**config.mk**
```make
export PLATFORM = sky130hd
export DESIGN_NAME = bwd_ctrl
export DESIGN_NICKNAME = d
export VERILOG_FILES = /design/src/pkg/bwd_pkg.sv /design/src/pkg/bwd_win_if.sv /design/src/bwd_ctrl.sv /design/src/bwd_win_cmp.sv
export SDC_FILE = /design/constraint.sdc
export NUM_CORES = 1
export LEC_CHECK = 0
export BUFFER_PORTS_ARGS = -buffer_cell sky130_fd_sc_hd__buf_2
export CAP_MARGIN = 25
export CORE_MARGIN = 5
export CORE_UTILIZATION = 48
export CTS_BUF_LIST = sky130_fd_sc_hd__clkbuf_8
export CTS_CLUSTER_DIAMETER = 80
export DETAILED_ROUTE_END_ITERATION = 16
export PLACE_DENSITY = 0.74
export SYNTH_ARGS = -nofsm -noshare
export SYNTH_HDL_FRONTEND = slang
export SYNTH_SLANG_ARGS = --single-unit
```
**constraint.sdc**
```tcl
create_clock -name clk_i -period 4.4 [get_ports clk_i]
set_clock_uncertainty 0.15 [all_clocks]
set_input_delay 0.22 -clock clk_i [delete_from_list [all_inputs] [get_ports clk_i]]
set_output_delay 0.22 -clock clk_i [all_outputs]
set_load 0.01 [all_outputs]
```
**src/pkg/bwd_pkg.sv**
```systemverilog
// Constants shared by the bridge window decode block and its helpers.
// Assumes configuration offsets are byte addresses of aligned dwords.
package bwd_pkg;
   // ****************************************************************
   // Configuration offsets.
   // ****************************************************************
   localparam logic [7:0] OFS_SEC_STATUS = 8'h1c;
   localparam logic [7:0] OFS_PF_LIMIT_HIGH = 8'h2c;
   localparam logic [7:0] OFS_IO_HIGH = 8'h30;
   localparam logic [7:0] OFS_CAP_PTR = 8'h34;
   localparam logic [7:0] OFS_BRIDGE_CTRL = 8'h3c;
   // ****************************************************************
   // Field positions and constant values.
   // ****************************************************************
   localparam int BIT_PAR_RESP = 16;
   localparam int BIT_SERR_FWD = 17;
   localparam int BIT_ISA_EN = 18;
   localparam int BIT_RX_SERR = 30;
   localparam int BIT_DET_PERR = 31;
   localparam logic [7:0] CAP_LIST_PTR = 8'hb0;
   localparam logic [31:0] PF_LIMIT_HIGH_RST = 32'h0000_0000;
   localparam logic [15:0] IO_HIGH_RST = 16'h0000;
   localparam logic [2:0] BCTL_RST = 3'h0;
   localparam logic [19:0] PF_LIMIT_LOW_ONES = 20'hfffff;
   localparam logic [11:0] IO_LIMIT_LOW_ONES = 12'hfff;
   localparam int W_PF = 64;
   localparam int W_IO = 32;
   // Upper I/O bits that must be zero for the first 64KB.
   localparam logic [15:0] IO_FIRST_64K_HI = 16'h0000;
   // Bits 9:8 of zero mark the first 256 bytes of each 1KB block.
   localparam logic [1:0] ISA_LOW_QUARTER = 2'h0;
endpackage : bwd_pkg

```
**src/pkg/bwd_win_if.sv**
```systemverilog
// Carrier for one address window compare between the top and the comparator.
// Assumes base, limit and address are already assembled to full width.
`timescale 1ns/1ps
interface bwd_win_if #(parameter int W = 32);
   // Assembled window bottom, top and the address under test.
   logic [W-1:0] base;
   logic [W-1:0] limit;
   logic [W-1:0] addr;
   // High when addr lies inside the window.
   logic hit;
   modport owner (output base, output limit, output addr, input hit);
   modport cmp (input base, input limit, input addr, output hit);
endinterface : bwd_win_if

```
**src/bwd_ctrl.sv**
```systemverilog
// Window decode and bridge control registers of a multi-port bridge.
// Assumes a configuration port with dword offsets and byte enables,
// and lower window bounds supplied by neighbouring registers.
//
// Contract
// - Prefetch limit upper dword, writable, forwarding.
// - I/O base upper half, writable, forwarding.
// - I/O limit upper half, writable, forwarding.
// - Capability pointer reads constant b0.
// - Bit 16 gates secondary parity detection.
// - Bit 17 gates secondary error forwarding upstream.
// - Bit 18 clear forwards whole I/O window.
// - Bit 18 blocks alias addresses going downstream.
// - Bit 18 sends alias addresses upstream.
// - Prefetch limit low twenty bits read ones.
// - Secondary error sets sticky flag, write-one clears.
`timescale 1ns/1ps
module bwd_ctrl
   import bwd_pkg::*;
(
   // Clock and reset.
   input wire logic clk_i,
   input wire logic nrst_i,
   // Configuration access from the primary side.
   input wire logic cfg_wr_i,
   input wire logic cfg_rd_i,
   input wire logic [7:0] cfg_addr_i,
   input wire logic [3:0] cfg_be_i,
   input wire logic [31:0] cfg_wdata_i,
   output logic [31:0] cfg_rdata_o,
   // Lower window bounds from neighbouring registers.
   input wire logic [63:20] pf_base_i,
   input wire logic [31:20] pf_limit_lo_i,
   input wire logic [15:12] io_base_lo_i,
   input wire logic [15:12] io_limit_lo_i,
   // Primary side request to be decoded for downstream forwarding.
   input wire logic pri_valid_i,
   input wire logic pri_is_io_i,
   input wire logic [63:0] pri_addr_i,
   output logic down_fwd_o,
   output logic down_done_o,
   // Secondary side request to be decoded for upstream forwarding.
   input wire logic sec_valid_i,
   input wire logic sec_is_io_i,
   input wire logic [63:0] sec_addr_i,
   output logic up_fwd_o,
   output logic up_done_o,
   // Secondary error pins and parity error events.
   input wire logic sec_a_error_pin_n_i,
   input wire logic sec_b_error_pin_n_i,
   input wire logic sec_par_err_i,
   output logic pri_error_req_o,
   output logic sec_par_report_o
);
   // ****************************************************************
   // Reset release.
   // ****************************************************************
   logic rst_meta_ff; // First stage, read only by the second.
   logic rst_n_ff; // Released reset used by the whole block.

   // Assert at once, release after two clean edges.
   always_ff @(posedge clk_i or negedge nrst_i) begin
      if (!nrst_i) begin
         rst_meta_ff <= 1'b0;
         rst_n_ff <= 1'b0;
      end else begin
         rst_meta_ff <= 1'b1;
         rst_n_ff <= rst_meta_ff;
      end
   end

   // ****************************************************************
   // Register state.
   // ****************************************************************
   logic [31:0] pf_limit_high_ff, nxt_pf_limit_high; // Top address 63:32.
   logic [15:0] io_base_high_ff, nxt_io_base_high; // Bottom I/O 31:16.
   logic [15:0] io_limit_high_ff, nxt_io_limit_high; // Top I/O 31:16.
   logic par_resp_ff, nxt_par_resp; // Secondary parity response.
   logic serr_fwd_ff, nxt_serr_fwd; // Secondary error forwarding.
   logic isa_en_ff, nxt_isa_en; // ISA alias blocking.
   logic rx_serr_ff, nxt_rx_serr; // Sticky received system error.
   logic det_perr_ff, nxt_det_perr; // Sticky detected parity error.
   logic [31:0] rdata_ff, nxt_rdata; // Read data holding register.
   logic sec_err_any; // Either secondary error pin is low.
   logic [7:0] cfg_dw; // Dword aligned offset.

   // Merge write data into an old value under byte enables.
   function automatic logic [31:0] be_merge(input logic [31:0] old,
                                            input logic [31:0] wd,
                                            input logic [3:0] be);
      logic [31:0] res;
      res = old;
      for (int i = 0; i < 4; i++) begin
         if (be[i]) begin
            res[i*8 +: 8] = wd[i*8 +: 8];
         end
      end
      return res;
   endfunction : be_merge

   // ****************************************************************
   // Register next state.
   // ****************************************************************
   // Writes land in the dword named by the offset; sticky flags let a
   // new event win over a write-one clear in the same cycle so that no
   // error is lost while software is acknowledging the previous one.
   always_comb begin
      logic [31:0] mrg;
      mrg = 32'h0000_0000;
      cfg_dw = {cfg_addr_i[7:2], 2'h0};
      sec_err_any = !sec_a_error_pin_n_i || !sec_b_error_pin_n_i;
      nxt_pf_limit_high = pf_limit_high_ff;
      nxt_io_base_high = io_base_high_ff;
      nxt_io_limit_high = io_limit_high_ff;
      nxt_par_resp = par_resp_ff;
      nxt_serr_fwd = serr_fwd_ff;
      nxt_isa_en = isa_en_ff;
      nxt_rx_serr = rx_serr_ff;
      nxt_det_perr = det_perr_ff;
      nxt_rdata = rdata_ff;
      if (cfg_wr_i) begin
         unique case (cfg_dw)
            OFS_PF_LIMIT_HIGH: begin
               nxt_pf_limit_high = be_merge(pf_limit_high_ff, cfg_wdata_i, cfg_be_i);
            end
            OFS_IO_HIGH: begin
               mrg = be_merge({io_limit_high_ff, io_base_high_ff}, cfg_wdata_i, cfg_be_i);
               nxt_io_base_high = mrg[15:0];
               nxt_io_limit_high = mrg[31:16];
            end
            OFS_BRIDGE_CTRL: begin
               // Control bits all sit in byte lane two.
               if (cfg_be_i[2]) begin
                  nxt_par_resp = cfg_wdata_i[BIT_PAR_RESP];
                  nxt_serr_fwd = cfg_wdata_i[BIT_SERR_FWD];
                  nxt_isa_en = cfg_wdata_i[BIT_ISA_EN];
               end
            end
            OFS_SEC_STATUS: begin
               // Write one to clear, byte lane three only.
               if (cfg_be_i[3] && cfg_wdata_i[BIT_RX_SERR]) begin
                  nxt_rx_serr = 1'b0;
               end
               if (cfg_be_i[3] && cfg_wdata_i[BIT_DET_PERR]) begin
                  nxt_det_perr = 1'b0;
               end
            end
            default: begin
               // Other offsets belong elsewhere; writes are ignored.
            end
         endcase
      end
      if (sec_err_any) begin
         nxt_rx_serr = 1'b1;
      end
      if (sec_par_err_i && par_resp_ff) begin
         nxt_det_perr = 1'b1;
      end
      // Read data is captured on the read strobe and then held.
      if (cfg_rd_i) begin
         unique case (cfg_dw)
            OFS_PF_LIMIT_HIGH: nxt_rdata = pf_limit_high_ff;
            OFS_IO_HIGH: nxt_rdata = {io_limit_high_ff, io_base_high_ff};
            OFS_CAP_PTR: begin
               nxt_rdata = {24'h00_0000, CAP_LIST_PTR};
            end
            OFS_BRIDGE_CTRL: begin
               nxt_rdata = 32'h0000_0000;
               nxt_rdata[BIT_PAR_RESP] = par_resp_ff;
               nxt_rdata[BIT_SERR_FWD] = serr_fwd_ff;
               nxt_rdata[BIT_ISA_EN] = isa_en_ff;
            end
            OFS_SEC_STATUS: begin
               nxt_rdata = 32'h0000_0000;
               nxt_rdata[BIT_RX_SERR] = rx_serr_ff;
               nxt_rdata[BIT_DET_PERR] = det_perr_ff;
            end
            default: nxt_rdata = 32'h0000_0000;
         endcase
      end
   end

   // Register the configuration state.
   always_ff @(posedge clk_i or negedge rst_n_ff) begin
      if (!rst_n_ff) begin
         pf_limit_high_ff <= PF_LIMIT_HIGH_RST;
         io_base_high_ff <= IO_HIGH_RST;
         io_limit_high_ff <= IO_HIGH_RST;
         {isa_en_ff, serr_fwd_ff, par_resp_ff} <= BCTL_RST;
         rx_serr_ff <= 1'b0;
         det_perr_ff <= 1'b0;
         rdata_ff <= 32'h0000_0000;
      end else begin
         pf_limit_high_ff <= nxt_pf_limit_high;
         io_base_high_ff <= nxt_io_base_high;
         io_limit_high_ff <= nxt_io_limit_high;
         par_resp_ff <= nxt_par_resp;
         serr_fwd_ff <= nxt_serr_fwd;
         isa_en_ff <= nxt_isa_en;
         rx_serr_ff <= nxt_rx_serr;
         det_perr_ff <= nxt_det_perr;
         rdata_ff <= nxt_rdata;
      end
   end

   assign cfg_rdata_o = rdata_ff;

   // ****************************************************************
   // Window compares.
   // ****************************************************************
   // One comparator pair per direction; the window bounds are shared.
   bwd_win_if #(.W(W_PF)) pf_dn ();
   bwd_win_if #(.W(W_PF)) pf_up ();
   bwd_win_if #(.W(W_IO)) io_dn ();
   bwd_win_if #(.W(W_IO)) io_up ();

   // Assemble the full window bounds from the register fields.
   always_comb begin
      pf_dn.limit = {pf_limit_high_ff, pf_limit_lo_i, PF_LIMIT_LOW_ONES};
      pf_dn.base = {pf_base_i, 20'h00000};
      pf_dn.addr = pri_addr_i;
      pf_up.limit = pf_dn.limit;
      pf_up.base = pf_dn.base;
      pf_up.addr = sec_addr_i;
      io_dn.base = {io_base_high_ff, io_base_lo_i, 12'h000};
      io_dn.limit = {io_limit_high_ff, io_limit_lo_i, IO_LIMIT_LOW_ONES};
      io_dn.addr = pri_addr_i[31:0];
      io_up.base = io_dn.base;
      io_up.limit = io_dn.limit;
      io_up.addr = sec_addr_i[31:0];
   end

   bwd_win_cmp u_pf_dn (.win(pf_dn.cmp));
   bwd_win_cmp u_pf_up (.win(pf_up.cmp));
   bwd_win_cmp u_io_dn (.win(io_dn.cmp));
   bwd_win_cmp u_io_up (.win(io_up.cmp));

   // ****************************************************************
   // Forwarding decisions.
   // ****************************************************************
   logic down_fwd_ff, nxt_down_fwd; // Registered downstream decision.
   logic down_done_ff, nxt_down_done; // Decision valid pulse.
   logic up_fwd_ff, nxt_up_fwd; // Registered upstream decision.
   logic up_done_ff, nxt_up_done; // Decision valid pulse.
   logic err_req_ff, nxt_err_req; // Forwarded secondary error.
   logic perr_rep_ff, nxt_perr_rep; // Parity report pulse.
   logic alias_dn, alias_up; // Address is an ISA alias in first 64KB.

   // Upper three quarters of each 1KB block in the first 64KB are aliases.
   // The alias test applies only inside the window, so outside it the
   // normal inverse decode decides alone.
   always_comb begin
      alias_dn = (pri_addr_i[31:16] == IO_FIRST_64K_HI)
                 && (pri_addr_i[9:8] != ISA_LOW_QUARTER);
      alias_up = (sec_addr_i[31:16] == IO_FIRST_64K_HI)
                 && (sec_addr_i[9:8] != ISA_LOW_QUARTER);
      nxt_down_done = pri_valid_i;
      nxt_up_done = sec_valid_i;
      nxt_down_fwd = 1'b0;
      nxt_up_fwd = 1'b0;
      if (pri_valid_i) begin
         if (pri_is_io_i) begin
            nxt_down_fwd = io_dn.hit && !(isa_en_ff && alias_dn);
         end else begin
            nxt_down_fwd = pf_dn.hit;
         end
      end
      if (sec_valid_i) begin
         if (sec_is_io_i) begin
            nxt_up_fwd = !io_up.hit || (isa_en_ff && alias_up);
         end else begin
            nxt_up_fwd = !pf_up.hit;
         end
      end
      nxt_err_req = serr_fwd_ff && sec_err_any;
      nxt_perr_rep = par_resp_ff && sec_par_err_i;
   end

   // Register the decisions so every data output comes from a flop.
   always_ff @(posedge clk_i or negedge rst_n_ff) begin
      if (!rst_n_ff) begin
         down_fwd_ff <= 1'b0;
         down_done_ff <= 1'b0;
         up_fwd_ff <= 1'b0;
         up_done_ff <= 1'b0;
         err_req_ff <= 1'b0;
         perr_rep_ff <= 1'b0;
      end else begin
         down_fwd_ff <= nxt_down_fwd;
         down_done_ff <= nxt_down_done;
         up_fwd_ff <= nxt_up_fwd;
         up_done_ff <= nxt_up_done;
         err_req_ff <= nxt_err_req;
         perr_rep_ff <= nxt_perr_rep;
      end
   end

   assign down_fwd_o = down_fwd_ff;
   assign down_done_o = down_done_ff;
   assign up_fwd_o = up_fwd_ff;
   assign up_done_o = up_done_ff;
   assign pri_error_req_o = err_req_ff;
   assign sec_par_report_o = perr_rep_ff;
endmodule : bwd_ctrl

```
**src/bwd_win_cmp.sv**
```systemverilog
// Inclusive window comparator used for the I/O and prefetchable windows.
// Assumes the owner drives stable assembled bounds; purely combinational.
`timescale 1ns/1ps
module bwd_win_cmp
   import bwd_pkg::*;
(
   // Window carrier.
   bwd_win_if.cmp win
);
   // ****************************************************************
   // Compare.
   // ****************************************************************
   // Both bounds are inclusive, so a window of base equal to limit
   // still claims one granule; an inverted window claims nothing.
   always_comb begin
      win.hit = (win.addr >= win.base) && (win.addr <= win.limit);
   end
endmodule : bwd_win_cmp

```
Word level (Yosys, flattened, before mapping):

Cells that the tools add are included.

* magnitude comparators: 8
* eq/ne operators: 5
* multiplexer cells: 13
* reductions and logical operators: 41

Operators by type and width (count)
* $pmux W32 S5: 1
* $ge A64 B64 Y1: 2
* $le A64 B64 Y1: 2
* $ge A32 B32 Y1: 2
* $le A32 B32 Y1: 2
* $reduce_and A3 Y1: 11
* $logic_not A16 Y1: 2
* $eq A6 B4 Y1 const B: 4
* $reduce_bool A2 Y1: 8
* $logic_and A1 B1 Y1: 13
* $mux W1: 12
* $eq A6 B3 Y1 const B: 1
* $logic_not A1 Y1: 5
* $logic_or A1 B1 Y1: 2

* register bits: 109
* bits of input ports: 247
* output and inout bits: 38
* word-level logic and storage cells: 89

Logic depth before layout (Yosys ltp):

* word-level depth: 7
* mapped depth: 9
* gate-level depth less buffers: 9

Cells and area by module:

Synthesis repeated with hierarchy kept, for this count alone.

* cell total of the unflattened synthesis: 1748
* area, all modules: 14383.8 sq um

Modules (own cells, without submodules)
* bwd_ctrl: times used 1, cells an instance 400, area each 4805.9 sq um, seq. area each 2727.6 sq um
* bwd_win_cmp at u_io_dn ...: times used 2, cells an instance 226, area each 1604.0 sq um, seq. area each 0.0 sq um
* bwd_win_cmp at u_pf_dn: times used 1, cells an instance 445, area each 3201.8 sq um, seq. area each 0.0 sq um
* bwd_win_cmp at u_pf_up: times used 1, cells an instance 451, area each 3168.0 sq um, seq. area each 0.0 sq um

Least setup slack after synthesis:

Ideal clock, no wire load.

* path kind: in2reg
* from: input pf_base_i[21] (netlist name)
* to: register down_fwd_ff (netlist: down_fwd_o)
* setup time: 0.121 ns
* data arrival time: 2.016 ns
* required time: 4.129 ns
* slack: 2.113 ns
* cell stages on the path: 9
* path buffers: 0
* path through: inv_1 > ha_1 > and4b_1 > and3_1 > a2111oi_2 > o31ai_1 > a2111oi_1 > o21ai_1 > a22o_1

* cells in the longest elaborated chain, start to end: 4

Ends and longest elaborated chain
* start, declared: line bwd_ctrl.sv:32 `input wire logic [63:20] pf_base_i,`
* $ge A64 B64 Y1: line bwd_win_cmp.sv:16 `win.hit = (win.addr >= win.base) && (win.addr <= win.limit);`
* $logic_and A1 B1 Y1: line bwd_win_cmp.sv:16
* $mux W1: line bwd_ctrl.sv:262 `if (pri_is_io_i) begin`
* $mux W1: line bwd_ctrl.sv:261 `if (pri_valid_i) begin`
* via nxt_down_fwd: line bwd_ctrl.sv:241 `logic down_fwd_ff, nxt_down_fwd;`
* end signal, assigned: line bwd_ctrl.sv:289 `down_fwd_ff <= nxt_down_fwd;`
* end, declared: line bwd_ctrl.sv:241

The timed path passes the listed nets, and every way through them passes these cells.
A chain may end at the register's enable or synchronous reset.

Final worst setup path:

* from: register pf_limit_high_ff[14]
* to: register up_fwd_ff (netlist: up_fwd_o)

* cells in the longest elaborated chain, start to end: 5

Ends and longest elaborated chain
* start, declared: line bwd_ctrl.sv:75 `logic [31:0] pf_limit_high_ff, nxt_pf_limit_high;`
* start signal, assigned: line bwd_ctrl.sv:194 `pf_limit_high_ff <= nxt_pf_limit_high;`
* $le A64 B64 Y1: line bwd_win_cmp.sv:16
* $logic_and A1 B1 Y1: line bwd_win_cmp.sv:16
* $logic_not A1 Y1: line bwd_ctrl.sv:272 `nxt_up_fwd = !pf_up.hit;`
* $mux W1: line bwd_ctrl.sv:269 `if (sec_is_io_i) begin`
* $mux W1: line bwd_ctrl.sv:268 `if (sec_valid_i) begin`
* via nxt_up_fwd: line bwd_ctrl.sv:243 `logic up_fwd_ff, nxt_up_fwd;`
* end signal, assigned: line bwd_ctrl.sv:291 `up_fwd_ff <= nxt_up_fwd;`
* end, declared: line bwd_ctrl.sv:243

The timed path passes the listed nets, and every way through them passes these cells.

==> metrics <==
status=complete, no violations; critical-path maximum fanout=3; RSZ-0062 raised after global routing=no; post-DP HPWL=29.5 mm; ANT cells=0; CTS Sinks=109; DRT met1 WL=14.9 mm; worst-case clock buffer depth=2; Reg clk slew, reported paths=0.11 ns; Die Area=0.0247 mm²; chip width=157 µm; syn nets=1,710; detailed-route via count=10,400; Worst Path Required=4.50 ns; multi-input logic area=0.00702 mm²; area of the core=0.0212 mm²; hold buffers post-CTS=39; Port Buf Inserts=282; global-route wire length before repair=52.9 mm; fmax=387 MHz; Critical path origin=pf_limit_high_ff[14]; pwr/cell area=231 mW/mm²; max incr delay on CP=0.57 ns; DRT iter0 DRCs=788; peak supply drop=178 µV; share of cells above drive strength 1=0.203; nets@finish=2,017; ys flop type=dfrtp_1; Avg Vias per Cell=5.82; clock buffer count from CTS=9; HP Class=in -> async; final hold slack=0.0149 ns; Die H=157 µm; fin crit share=0.587; met3 WL=2.90 mm; post-synthesis async set-or-reset flop share=1.00; placed cells=1,738; clock root buffer=clkbuf_8; post-CTS setup buffer count=0; Area growth syn-to-layout=21.8%; Avg WL per Cell=19.8 µm; Post-Syn Instances=1,207; GP Congestion=0.964; CP Capture Type=flip-flop; Remaining Overflow, GRT=0; CTS tree=done; FF/Latch Area=0.00273 mm²; initial core utilization=0.491; largest net degree at the start of global routing=65; row cnt=53; synthesized area per cell=8.60 µm²; setup violators final=0; Unique masters post-synth=60; Post-synth EDFFs=0; max layer used=met5; worst-margin pin slew=0.971 ns; Leak=0.00703 µW; DR WL met2=16.5 mm; 1st-pass router iterations=7; Synth Register Bits=109; routed wire length=35.5 mm; cts repair resizes=0; Max Slew Vio Count=0; sequential fraction of the synthesis area=0.263; ANT nets after route=0; crit path launch type=flip-flop; worst reg2reg startpoint=pf_limit_high_ff[14]; Clock H-tree levels=3; highest-delay cell along the critical path=or4_1; Max-Cap Viols=0; clock latency on the worst-skew pair=0.37 ns; Post-Syn Area=0.0104 mm²; initial antenna violation count=1; hold violation total from the final report=0; Worst EP arrival=2.68 ns; number of global-route vias before repair=10,200; Tmin final=2.58 ns; DR DRC count=0; Yosys Warn Count=0; crit path cell chain=inv_1, ha_1, nand4_1, nor2_1, nand2_1, or4_1, mux2i_1, o21bai_1, a211oi_1; IO Pins=285; FILL cells=1,917; worst setup path category=reg -> reg; GRT Util Overall=0.275; final setup TNS=0 ns; relative slew slack=0.352; non-filler instance count after layout=1,794
## synth_stat cells, types with 3 or more instances
master | n | area [µm²]
mux2_1 | 3 | 33.8
o21ai_0 | 19 | 95.1
o211ai_1 | 6 | 45.0
a21o_1 | 65 | 488
a22oi_1 | 25 | 188
a222oi_1 | 5 | 50.1
nor4_1 | 15 | 93.8
ha_1 | 256 | 3200
a211o_1 | 3 | 26.3
inv_1 | 135 | 507
or4_1 | 3 | 22.5
nand2_1 | 111 | 417
nor2_1 | 69 | 259
nor3_1 | 13 | 65.1
a21oi_1 | 115 | 576
nand4_1 | 58 | 363
clkbuf_1 | 14 | 52.6
a211oi_1 | 10 | 75.1
o21ai_1 | 73 | 365
nor2b_1 | 5 | 31.3
nor3b_1 | 3 | 22.5
nand3_1 | 9 | 45.0
dfrtp_1 | 109 | 2730
and3_1 | 11 | 68.8
buf_2 | 14 | 70.1
a221oi_1 | 6 | 52.6
and4_1 | 9 | 78.8
o221ai_1 | 3 | 26.3
## layout make-up
type | instances | area share
clock buffer | 9 | 0.00980
clock inverter | 7 | 0.00495
multi-input combinational | 933 | 0.555
inverter | 135 | 0.0401
sequential | 109 | 0.216
timing repair buffer | 326 | 0.147
tap | 275 | 0.0272
## report_power, final
part           internal [µW]  switching, µW
Sequential              1110           73.9
Combinational            487            661
Clock                    216            366
## state kept, by name (all words and copies together) (netlist names), 16 cells and up
register	cells
cfg_rdata_o	32
pf_limit_high_ff	32
io_base_high_ff	16
io_limit_high_ff	16
## stage by stage
stage,power [µW],worst slack (ns),util,area (µm²)
final,2920,1.82,0.597,12600
after CTS,2910,1.87,0.596,12600
after global routing,3120,1.67,0.597,12600
after global placement,2260,1.49,0.569,12000
after detailed placement,2300,1.49,0.569,12000
after floorplan,1850,0.989,-,10400
## routing by layer
metal  GRT usage  vias up
li1            -     5073
met1       0.366     4865
met2       0.455      433
met3      0.0456       71
met4      0.0926        2
met5           0        -
## cell families (layout without fill, tap and decap cells)
logic type	Yosys count	in the layout	synth area share
compound gates	353	353	0.211
fa+ha+maj	256	256	0.309
buf+inv	165	477	0.0617
flops	109	109	0.263
mux	4	4	0.00422
other cells	1	1	0.000361
simple gates	319	319	0.151
## final timing paths
| kind | end | slack (ns) | cells past startpoint |
|---|---|---|---|
| max | up_fwd_o | 1.82 | 9 |
| min | rst_n_ff | 0.01 | 2 |
| min in group clk_i | det_perr_ff | 0.03 | 3 |
| max reg2reg | up_fwd_o | 1.82 | 9 |
| max in group asynchronous | isa_en_ff | 2.94 | 1 |
| min reg2reg | rst_n_ff | 0.21 | 0 |
## worst max-delay path, delay by kind of cell, from the launching register on
kind,cells,cell delay (ns)
AO/OA/AOI/OAI,2,0.22
AND/OR/NAND/NOR,4,1.15
buffers and inverters,1,0.11
adder cells (fa/ha/maj),1,0.32
multiplexers,1,0.14
flip-flops,1,0.37
## placed cells by master, fill, tap and decap left out, types with 4 or more instances in the layout
cell | synthesis | routed
a211oi_1 | 10 | 10
a21o_1 | 65 | 65
a21oi_1 | 115 | 115
a221oi_1 | 6 | 6
a222oi_1 | 5 | 5
a22oi_1 | 25 | 25
and3_1 | 11 | 11
and4_1 | 9 | 9
buf_2 | 14 | 282
buf_4 | 1 | 4
clkbuf_8 | 0 | 9
dfrtp_1 | 109 | 108
dlygate4sd3_1 | 0 | 39
ha_1 | 256 | 256
inv_1 | 135 | 136
nand2_1 | 111 | 111
nand3_1 | 9 | 9
nand4_1 | 58 | 58
nor2_1 | 69 | 68
nor2b_1 | 5 | 5
nor3_1 | 13 | 13
nor4_1 | 15 | 15
o211ai_1 | 6 | 6
o21ai_0 | 19 | 19
o21ai_1 | 73 | 73
No activity file was read; power rests on OpenSTA's default activity.
